[src/verilog/fspp_pkg.sv]
// Shared constants and types for the flash sector program and protect block
package fspp_pkg;

    // Register indices; byte address is four times the index
    localparam logic [7:0]  FSPP_IDX_FLASH_CONTROL_STATUS    = 8'h29;
    localparam logic [7:0]  FSPP_IDX_ADDR_LO = 8'h2A;
    localparam logic [7:0]  FSPP_IDX_ADDR_HI = 8'h2B;
    localparam logic [7:0]  FSPP_IDX_DATA    = 8'h2C;
    localparam logic [7:0]  FSPP_IDX_OPTION  = 8'h2D;
    localparam logic [7:0]  FSPP_IDX_LINK    = 8'h2E;
    localparam logic [7:0]  FSPP_IDX_STATUS  = 8'h2F;

    // flash_control_status fields
    localparam int          FSPP_FLASH_CONTROL_STATUS_PROG   = 0;
    localparam int          FSPP_FLASH_CONTROL_STATUS_SERASE = 1;
    localparam int          FSPP_FLASH_CONTROL_STATUS_BERASE = 2;
    localparam int          FSPP_FLASH_CONTROL_STATUS_READ   = 3;
    localparam int          FSPP_FLASH_CONTROL_STATUS_BUSY   = 4;
    localparam int          FSPP_FLASH_CONTROL_STATUS_DONE   = 5;
    localparam int          FSPP_FLASH_CONTROL_STATUS_REFUSE = 6;
    localparam logic [7:0]  FSPP_FLASH_CONTROL_STATUS_RESET  = 8'h00;

    // Option register field
    localparam int          FSPP_OPT_PROTECT = 0;

    // Memory size straps and sector bounds
    localparam logic [1:0]  FSPP_SIZE_4K     = 2'h0;
    localparam logic [1:0]  FSPP_SIZE_8K     = 2'h1;
    localparam logic [1:0]  FSPP_SIZE_32K    = 2'h2;
    localparam logic [1:0]  FSPP_SIZE_60K    = 2'h3;
    localparam logic [15:0] FSPP_SECT0_BASE  = 16'hF000;
    localparam logic [15:0] FSPP_SECT1_BASE  = 16'hE000;
    localparam logic [15:0] FSPP_BASE_32K    = 16'h8000;
    localparam logic [15:0] FSPP_BASE_60K    = 16'h1000;
    localparam logic [1:0]  FSPP_SECT_NONE   = 2'h3;

    localparam logic [2:0]  FSPP_BIT_LAST    = 3'h7;

    typedef enum logic [1:0] {
        FSPP_OP_READ,
        FSPP_OP_PROG,
        FSPP_OP_SERASE,
        FSPP_OP_BERASE
    } fspp_op_t;

    // Request to the flash array macro
    typedef struct packed {
        logic       req;
        fspp_op_t   op;
        logic [15:0] addr;
        logic [7:0] wdata;
    } fspp_arr_req_t;

    // Answer of the flash array macro
    typedef struct packed {
        logic       done;
        logic [7:0] rdata;
    } fspp_arr_rsp_t;

    // Device-side pin drive toward the serial link pins
    typedef struct packed {
        logic       data_o;
        logic       data_oe_n;
        logic       clk_o;
        logic       clk_oe_n;
    } fspp_pins_t;

endpackage

[src/verilog/fspp_sync.sv]
// Two-flop synchroniser for asynchronous pin levels
`timescale 1ns/10ps
`default_nettype none
module fspp_sync #(
    parameter int W = 3
) (
    // Clock and reset
    input  wire logic         pclk,
    input  wire logic         presetn,
    // Levels
    input  wire logic [W-1:0] async_in,
    output logic      [W-1:0] sync_out
);

    logic [W-1:0] meta_reg;
    logic [W-1:0] sync_reg;

    always_ff @(posedge pclk or negedge presetn) begin
        if (!presetn) begin
            meta_reg <= '0;
            sync_reg <= '0;
        end else begin
            meta_reg <= async_in;
            sync_reg <= meta_reg;
        end
    end

    assign sync_out = sync_reg;

endmodule
`default_nettype wire

[src/verilog/fspp_top.sv]
// Flash program/erase controller with sector protection, read-out guard and serial link
`timescale 1ns/10ps
`default_nettype none
module fspp_top
    import fspp_pkg::*;
(
    // Clock and reset
    input  wire logic          pclk,
    input  wire logic          presetn,
    // APB slave
    input  wire logic          psel,
    input  wire logic          penable,
    input  wire logic          pwrite,
    input  wire logic [11:0]   paddr,
    input  wire logic [31:0]   pwdata,
    output logic      [31:0]   prdata,
    output logic               pready,
    output logic               pslverr,
    // Flash array macro
    output fspp_arr_req_t      arr_req,
    input  wire fspp_arr_rsp_t arr_rsp,
    // Straps caught after reset release
    input  wire logic [1:0]    mem_size_strap,
    input  wire logic          protect_strap,
    input  wire logic          mask_variant_strap,
    // Serial link pins
    input  wire logic          serial_prog_clock_i,
    input  wire logic          serial_prog_data_i,
    output logic               serial_prog_data_o,
    output logic               serial_prog_data_oe_n,
    output logic               serial_prog_clock_o,
    output logic               serial_prog_clock_oe_n,
    input  wire logic          prog_select_voltage,
    // Application side of the shared pins
    input  wire logic          app_data_o,
    input  wire logic          app_data_oe_n,
    input  wire logic          app_clk_o,
    input  wire logic          app_clk_oe_n,
    output logic               app_data_i,
    output logic               app_clk_i,
    output logic               tool_attached,
    // Supervisor gating
    input  wire logic          low_voltage_detector_req,
    output logic               low_voltage_detector_en
);

    typedef enum logic [1:0] {
        FSPP_ST_BOOT,
        FSPP_ST_IDLE,
        FSPP_ST_WAIT
    } fspp_state_t;

    typedef struct packed {
        fspp_state_t   st;
        logic          ack;
        logic [7:0]    rdata;
        logic [7:0]    flash_control_status;
        logic [15:0]   addr;
        logic [7:0]    data;
        logic          protect;
        logic          mask_var;
        logic [1:0]    size;
        logic          unprot;
        fspp_arr_req_t arr;
        logic          sclk_prev;
        logic [7:0]    rx_sh;
        logic [2:0]    bit_cnt;
        logic [7:0]    rx_byte;
        logic          rx_full;
        logic [7:0]    tx_sh;
        logic          tx_drive;
        fspp_pins_t    pins;
        logic          app_data_i;
        logic          app_clk_i;
    } fspp_regs_t;

    fspp_regs_t  s_reg;
    fspp_regs_t  s_next;
    logic [2:0]  pin_sync;
    logic        sclk_s;
    logic        sdata_s;
    logic        tool_s;

    fspp_sync #(.W(3)) u_sync (
        .pclk     (pclk),
        .presetn  (presetn),
        .async_in ({serial_prog_clock_i, serial_prog_data_i, prog_select_voltage}),
        .sync_out (pin_sync)
    );
    assign sclk_s  = pin_sync[2];
    assign sdata_s = pin_sync[1];
    assign tool_s  = pin_sync[0];

    // Lowest array address for a size strap
    function automatic logic [15:0] array_base(input logic [1:0] size);
        unique case (size)
            FSPP_SIZE_4K:  array_base = FSPP_SECT0_BASE;
            FSPP_SIZE_8K:  array_base = FSPP_SECT1_BASE;
            FSPP_SIZE_32K: array_base = FSPP_BASE_32K;
            FSPP_SIZE_60K: array_base = FSPP_BASE_60K;
        endcase
    endfunction

    // Sector holding an address, or none outside the array
    function automatic logic [1:0] sector_of(input logic [15:0] a, input logic [1:0] size);
        if (a >= FSPP_SECT0_BASE)
            sector_of = 2'h0;
        else if (a < array_base(size))
            sector_of = FSPP_SECT_NONE;
        else if (a >= FSPP_SECT1_BASE)
            sector_of = 2'h1;
        else
            sector_of = 2'h2;
    endfunction

    // Whether a request may reach the array
    function automatic logic op_allowed(input fspp_op_t op, input logic [15:0] a,
                                        input logic [1:0] size, input logic tool,
                                        input logic prot);
        logic [1:0] sect;
        sect = sector_of(a, size);
        op_allowed = 1'b1;
        if (op != FSPP_OP_BERASE && sect == FSPP_SECT_NONE)
            op_allowed = 1'b0;
        if (op == FSPP_OP_READ && prot && tool)
            op_allowed = 1'b0;
        if (op != FSPP_OP_READ && prot)
            op_allowed = 1'b0;
        if (op == FSPP_OP_BERASE && !tool)
            op_allowed = 1'b0;
        if (op != FSPP_OP_READ && !tool && sect == 2'h0)
            op_allowed = 1'b0;
    endfunction

    logic        acc;
    logic        wr_go;
    logic [7:0]  idx;
    logic        hit;
    logic [7:0]  rd_mux;
    logic        start;
    fspp_op_t    start_op;
    logic        sclk_rise;

    always_comb begin
        acc       = psel && penable && !s_reg.ack;
        wr_go     = psel && penable && s_reg.ack && pwrite;
        idx       = paddr[9:2];
        hit       = (paddr[11:10] == 2'h0) && (idx >= FSPP_IDX_FLASH_CONTROL_STATUS) && (idx <= FSPP_IDX_STATUS);
        sclk_rise = sclk_s && !s_reg.sclk_prev;
        unique case (idx)
            FSPP_IDX_FLASH_CONTROL_STATUS:    rd_mux = s_reg.flash_control_status;
            FSPP_IDX_ADDR_LO: rd_mux = s_reg.addr[7:0];
            FSPP_IDX_ADDR_HI: rd_mux = s_reg.addr[15:8];
            FSPP_IDX_DATA:    rd_mux = s_reg.data;
            FSPP_IDX_OPTION:  rd_mux = {7'h00, s_reg.protect};
            FSPP_IDX_LINK:    rd_mux = s_reg.rx_byte;
            FSPP_IDX_STATUS:  rd_mux = {3'h0, s_reg.size, s_reg.mask_var, s_reg.rx_full, tool_s};
            default:          rd_mux = 8'h00;
        endcase
        start    = 1'b0;
        start_op = FSPP_OP_READ;
        if (wr_go && hit && idx == FSPP_IDX_FLASH_CONTROL_STATUS) begin
            if (pwdata[FSPP_FLASH_CONTROL_STATUS_PROG]) begin
                start    = 1'b1;
                start_op = FSPP_OP_PROG;
            end else if (pwdata[FSPP_FLASH_CONTROL_STATUS_SERASE]) begin
                start    = 1'b1;
                start_op = FSPP_OP_SERASE;
            end else if (pwdata[FSPP_FLASH_CONTROL_STATUS_BERASE]) begin
                start    = 1'b1;
                start_op = FSPP_OP_BERASE;
            end else if (pwdata[FSPP_FLASH_CONTROL_STATUS_READ]) begin
                start    = 1'b1;
            end
        end
    end

    always_comb begin
        s_next     = s_reg;
        s_next.ack = acc;
        if (acc)
            s_next.rdata = hit ? rd_mux : 8'h00;
        s_next.sclk_prev = sclk_s;

        // Plain register writes
        if (wr_go && hit) begin
            unique case (idx)
                FSPP_IDX_FLASH_CONTROL_STATUS: begin
                    if (pwdata[FSPP_FLASH_CONTROL_STATUS_DONE])
                        s_next.flash_control_status[FSPP_FLASH_CONTROL_STATUS_DONE] = 1'b0;
                    if (pwdata[FSPP_FLASH_CONTROL_STATUS_REFUSE])
                        s_next.flash_control_status[FSPP_FLASH_CONTROL_STATUS_REFUSE] = 1'b0;
                end
                FSPP_IDX_ADDR_LO: s_next.addr[7:0]  = pwdata[7:0];
                FSPP_IDX_ADDR_HI: s_next.addr[15:8] = pwdata[7:0];
                FSPP_IDX_DATA:    s_next.data       = pwdata[7:0];
                FSPP_IDX_OPTION: begin
                    // Option byte changes only from the tool and never on mask parts
                    if (tool_s && !s_reg.mask_var && s_reg.st == FSPP_ST_IDLE) begin
                        if (pwdata[FSPP_OPT_PROTECT])
                            s_next.protect = 1'b1;
                        else if (s_reg.protect)
                            s_next.unprot = 1'b1;
                    end
                end
                FSPP_IDX_LINK: begin
                    if (tool_s) begin
                        s_next.tx_sh    = pwdata[7:0];
                        s_next.tx_drive = 1'b1;
                    end
                end
                default: ;
            endcase
        end
        if (acc && !pwrite && hit && idx == FSPP_IDX_LINK)
            s_next.rx_full = 1'b0;

        unique case (s_reg.st)
            FSPP_ST_BOOT: begin
                s_next.size     = mem_size_strap;
                s_next.protect  = protect_strap;
                s_next.mask_var = mask_variant_strap;
                s_next.st       = FSPP_ST_IDLE;
            end
            FSPP_ST_IDLE: begin
                if (s_reg.unprot) begin
                    // Full erase comes before protection is dropped
                    s_next.arr.req   = 1'b1;
                    s_next.arr.op    = FSPP_OP_BERASE;
                    s_next.arr.addr  = array_base(s_reg.size);
                    s_next.flash_control_status[FSPP_FLASH_CONTROL_STATUS_BUSY] = 1'b1;
                    s_next.st        = FSPP_ST_WAIT;
                end else if (start) begin
                    if (op_allowed(start_op, s_reg.addr, s_reg.size, tool_s, s_reg.protect)) begin
                        s_next.arr.req   = 1'b1;
                        s_next.arr.op    = start_op;
                        s_next.arr.addr  = (start_op == FSPP_OP_BERASE) ?
                                           array_base(s_reg.size) : s_reg.addr;
                        s_next.arr.wdata = s_reg.data;
                        s_next.flash_control_status[FSPP_FLASH_CONTROL_STATUS_BUSY] = 1'b1;
                        s_next.st        = FSPP_ST_WAIT;
                    end else begin
                        s_next.flash_control_status[FSPP_FLASH_CONTROL_STATUS_REFUSE] = 1'b1;
                    end
                end
            end
            FSPP_ST_WAIT: begin
                if (arr_rsp.done) begin
                    s_next.arr.req = 1'b0;
                    s_next.flash_control_status[FSPP_FLASH_CONTROL_STATUS_BUSY] = 1'b0;
                    s_next.flash_control_status[FSPP_FLASH_CONTROL_STATUS_DONE] = 1'b1;
                    if (s_reg.arr.op == FSPP_OP_READ)
                        s_next.data = arr_rsp.rdata;
                    if (s_reg.unprot) begin
                        s_next.unprot  = 1'b0;
                        s_next.protect = 1'b0;
                    end
                    s_next.st = FSPP_ST_IDLE;
                end
            end
        endcase

        // Serial link, sampled and shifted on tool clock rises
        if (!tool_s) begin
            s_next.bit_cnt  = 3'h0;
            s_next.tx_drive = 1'b0;
        end else if (sclk_rise) begin
            s_next.rx_sh   = {s_reg.rx_sh[6:0], sdata_s};
            s_next.tx_sh   = {s_reg.tx_sh[6:0], 1'b0};
            s_next.bit_cnt = s_reg.bit_cnt + 3'h1;
            if (s_reg.bit_cnt == FSPP_BIT_LAST) begin
                s_next.rx_byte  = {s_reg.rx_sh[6:0], sdata_s};
                s_next.rx_full  = 1'b1;
                s_next.tx_drive = 1'b0;
            end
        end

        // Shared pins go to the tool while it is attached
        s_next.pins.data_o    = tool_s ? s_reg.tx_sh[7] : app_data_o;
        s_next.pins.data_oe_n = tool_s ? !s_next.tx_drive : app_data_oe_n;
        s_next.pins.clk_o     = app_clk_o;
        s_next.pins.clk_oe_n  = tool_s ? 1'b1 : app_clk_oe_n;
        s_next.app_data_i     = tool_s ? 1'b0 : sdata_s;
        s_next.app_clk_i      = tool_s ? 1'b0 : sclk_s;
    end

    always_ff @(posedge pclk or negedge presetn) begin
        if (!presetn) begin
            s_reg            <= '0;
            s_reg.st         <= FSPP_ST_BOOT;
            s_reg.flash_control_status       <= FSPP_FLASH_CONTROL_STATUS_RESET;
            s_reg.pins       <= '{data_o: 1'b0, data_oe_n: 1'b1, clk_o: 1'b0, clk_oe_n: 1'b1};
        end else begin
            s_reg <= s_next;
        end
    end

    assign prdata                  = {24'h000000, s_reg.rdata};
    assign pready                  = psel && penable && s_reg.ack;
    assign pslverr                 = pready && !hit;
    assign arr_req                 = s_reg.arr;
    assign serial_prog_data_o      = s_reg.pins.data_o;
    assign serial_prog_data_oe_n   = s_reg.pins.data_oe_n;
    assign serial_prog_clock_o     = s_reg.pins.clk_o;
    assign serial_prog_clock_oe_n  = s_reg.pins.clk_oe_n;
    assign app_data_i              = s_reg.app_data_i;
    assign app_clk_i               = s_reg.app_clk_i;
    assign tool_attached           = tool_s;
    assign low_voltage_detector_en = low_voltage_detector_req && !s_reg.protect;
endmodule
`default_nettype wire

[config.mk]
export PLATFORM = sky130hd
export DESIGN_NAME = fspp_top
export DESIGN_NICKNAME = d
export VERILOG_FILES = /design/src/verilog/fspp_pkg.sv /design/src/verilog/fspp_sync.sv /design/src/verilog/fspp_top.sv
export SDC_FILE = /design/constraint.sdc
export NUM_CORES = 1
export LEC_CHECK = 0
export BUFFER_PORTS_ARGS = -buffer_cell sky130_fd_sc_hd__clkbuf_2
export CORE_ASPECT_RATIO = 0.7
export CORE_MARGIN = 10
export CORE_UTILIZATION = 54
export DETAILED_ROUTE_END_ITERATION = 7
export PLACE_DENSITY = 0.81
export SYNTH_ARGS = -nofsm -noshare
export SYNTH_HDL_FRONTEND = slang
export SYNTH_SLANG_ARGS = --single-unit
[constraint.sdc]
create_clock -name pclk -period 3.3 [get_ports pclk]
set_input_delay 0.495 -clock pclk [delete_from_list [all_inputs] [get_ports pclk]]
set_output_delay 0.495 -clock pclk [all_outputs]
set_load 0.05 [all_outputs]
==> impl_metrics.json <==
{
  "status": "finished with violations",
  "violations": "design-rule violations",
  "ys_seq_area_frac": 0.489,
  "num_rows": 31,
  "coreArea_sq_mm": 0.0103,
  "yosys.area.top_type_share": 0.479,
  "drive_gt1_frac": 0.316,
  "min_period_ns": 2.86,
  "antenna_left": 0,
  "arrival_ns": 3.10,
  "crit_path_max_fanout": 17,
  "syn_to_final_growth_pct": 9.15,
  "postSynthCellCount": 518,
  "drc": 2,
  "routed_wl_microns": 14300,
  "synth_cell_type_count": 56,
  "crit_required_ns": 3.53,
  "leakagePower_nw": 3.00,
  "slew_viol_final": 0,
  "first_iter_violations": 223,
  "post-place-ws_ns": 0.460,
  "ir_drop_mv": 0.293,
  "maxCapViolations": 0,
  "fin_ws_ns": 0.438,
  "synth-async-reset-ratio": 1.00,
  "p_per_area_mw_per_mm2": 451,
  "worst_pin_slew_ns": 0.775,
  "hold_class": "in2async",
  "antenna_found_initial": 0,
  "dieArea_sq_mm": 0.0151,
  "grt_pass1_vias": 4156,
  "wl_met2_microns": 6900,
  "io_pins": 139,
  "dr_wl_met3_microns": 1240,
  "critical_path.cell_chain": "inv_1 -> ha_1 -> or2_2 -> inv_1 -> ha_1 -> o21ai_0 -> a21oi_1 -> o32ai_1 -> or3b_1 -> mux2_2",
  "fin_cells": 705,
  "grt.overflow.total": 0,
  "clkTransAtPathRegs_ns": 0.07,
  "place_congestion": 0.893,
  "place_inst": 689,
  "ys_ff_latch": 111,
  "portBuffers": 88,
  "fillers": 866,
  "fin_tns_setup_ns": 0,
  "syn_area_sq_mm": 0.00569,
  "cts.repair.resized": 0,
  "fmax_mhz": 349,
  "fin_worst_skew_ns": 0.00524,
  "cts_sinks": 111,
  "cpPeakStageDelay_ns": 0.57,
  "dpl_cell_area_sq_mm": 0.00593,
  "hold_slack_ns": 0.205,
  "utilization": 0.602,
  "grt_usage": 0.192,
  "hold_violations": 0,
  "clock_path_buffers": 2,
  "via_per_inst": 5.61,
  "cp-end-kind": "flop",
  "startpoint_type": "flop",
  "via_count": 3955,
  "yosys.area.top_type": "dfrtp_1",
  "min_period_over_period": 0.867,
  "root_buffer": "clkbuf_16",
  "top_layer": "met4",
  "largest_reg_flops": 64,
  "die_h_microns": 106,
  "cts_setup_buffers": 0,
  "dr.pass1.iters": 8,
  "grt_max_degree": 61,
  "rsz0062_at_grt": "false",
  "die_w_microns": 143,
  "fin_nets": 649,
  "htree_levels": 3,
  "criticalPathCategory": "reg2reg",
  "initial_utilization": 0.552,
  "cts.hold.buffers_added": 0,
  "grt_pass1_wl_microns": 22800,
  "cts_tree": "yes",
  "synth-edff-count": 0,
  "synth.avg_cell_area_sq_um": 11.0,
  "num_antenna_cells": 0,
  "cp_slowest_cell": "or3b_1",
  "hpwl_microns": 11000,
  "synth_top_flop_cell": "dfrtp_1",
  "netlist_top_cells_area": "dfrtp_1 (48%), mux2_2 (10%), buf_4 (7.9%)",
  "slew_headroom": 0.483,
  "synth_warnings": 0,
  "wire_per_inst_microns": 20.3,
  "fin_total_pwr_mw": 2.80,
  "wl_met1_microns": 6090,
  "design_area_sq_mm": 0.00621,
  "final-setup-viol-count": 0,
  "numCtsBuffers": 9,
  "clk_latency_ns": 0.35
}
[cell families (layout without fill, tap and decap cells)]
kind of cell / count (synthesis) / count (layout) / synth area share
simple gates: 132 / 132 / 0.130
flops: 111 / 111 / 0.489
mux: 75 / 75 / 0.146
other cells: 1 / 24 / 0.000659
buf+inv: 96 / 128 / 0.106
fa+ha+maj: 11 / 11 / 0.0242
compound gates: 91 / 91 / 0.104
xor+xnor: 1 / 1 / 0.00154
[per-layer routing]
| layer | vias to the layer above | track usage |
|---|---|---|
| li1 | 1852 | - |
| met1 | 1968 | 0.243 |
| met2 | 127 | 0.309 |
| met3 | 8 | 0.0753 |
| met4 | 0 | 0.0352 |
| met5 | - | 0 |
[area by class of cell]
cell class | count | area (sq um) | area share
Sequential cell | 111 | 2780 | 0.448
Multi-Input combinational cell | 334 | 2400 | 0.386
Timing Repair Buffer | 98 | 531 | 0.0854
Clock buffer | 10 | 229 | 0.0369
Tap cell | 132 | 165 | 0.0266
Clock inverter | 6 | 55.1 | 0.00886
Inverter | 14 | 52.6 | 0.00846
[layout by cell type (no fill, tap or decap), drive strengths merged, types with 7 or more instances in the layout]
cell	n
dfrtp	109
clkbuf	97
mux2	52
nand2	41
o21ai	34
conb	24
mux2i	22
nor2	19
a21oi	17
inv	16
nand3	12
a22o	12
ha	11
buf	11
nor2b	10
nor3	8
a22oi	7
or3	7
[where the power goes]
part	switching, mW	internal [mW]	leakage [nW]
sequential	0.0435	1.43	1.44
clock	0.506	0.524	0.136
combinational	0.208	0.0914	1.42
total	0.757	2.04	3.00
[cells in the mapped netlist (3+ instances only)]
library cell	count
nand4_1	5
nor2_1	19
a21oi_1	16
a22oi_1	7
nand3_1	12
nor4_1	3
nor3_1	6
dfrtp_1	109
buf_1	3
and4_1	3
nand2_1	41
nor3b_1	3
ha_1	11
a211oi_1	3
buf_4	60
or3_1	6
a22o_1	12
o21ai_0	34
buf_2	9
nor2b_1	10
clkbuf_1	9
mux2_2	52
and2_1	3
nand2b_1	3
inv_1	14
mux2i_1	22
or2_2	4
[critical path, delay by kind of cell, from the launching register on]
family | cells | cell delay, ns
adders and majority gates | 2 | 0.39
buffers and inverters | 2 | 0.17
AOI/OAI and AO/OA | 3 | 0.47
and+or+nand+nor | 2 | 0.88
muxes | 1 | 0.40
DFF | 1 | 0.43
[worst paths after layout]
check	slack, ns	cells past startpoint	startpoint	end
setup / recovery	0.44	10	s_reg[65]$_DFFE_PN0N_	arr_req[21]$_DFFE_PN0P_
hold / removal	0.20	1	presetn	s_reg[65]$_DFFE_PN0N_
setup reg to reg	0.44	10	s_reg[65]$_DFFE_PN0N_	arr_req[21]$_DFFE_PN0P_
hold reg to reg	0.35	0	u_sync.meta_reg[2]$_DFF_PN0_	u_sync.sync_out[2]$_DFF_PN0_
max in group asynchronous	2.36	2	presetn	arr_req[4]$_DFFE_PN0P_
min in group pclk	0.25	1	serial_prog_data_i	u_sync.meta_reg[1]$_DFF_PN0_
Power figures use the tool's default switching activity.
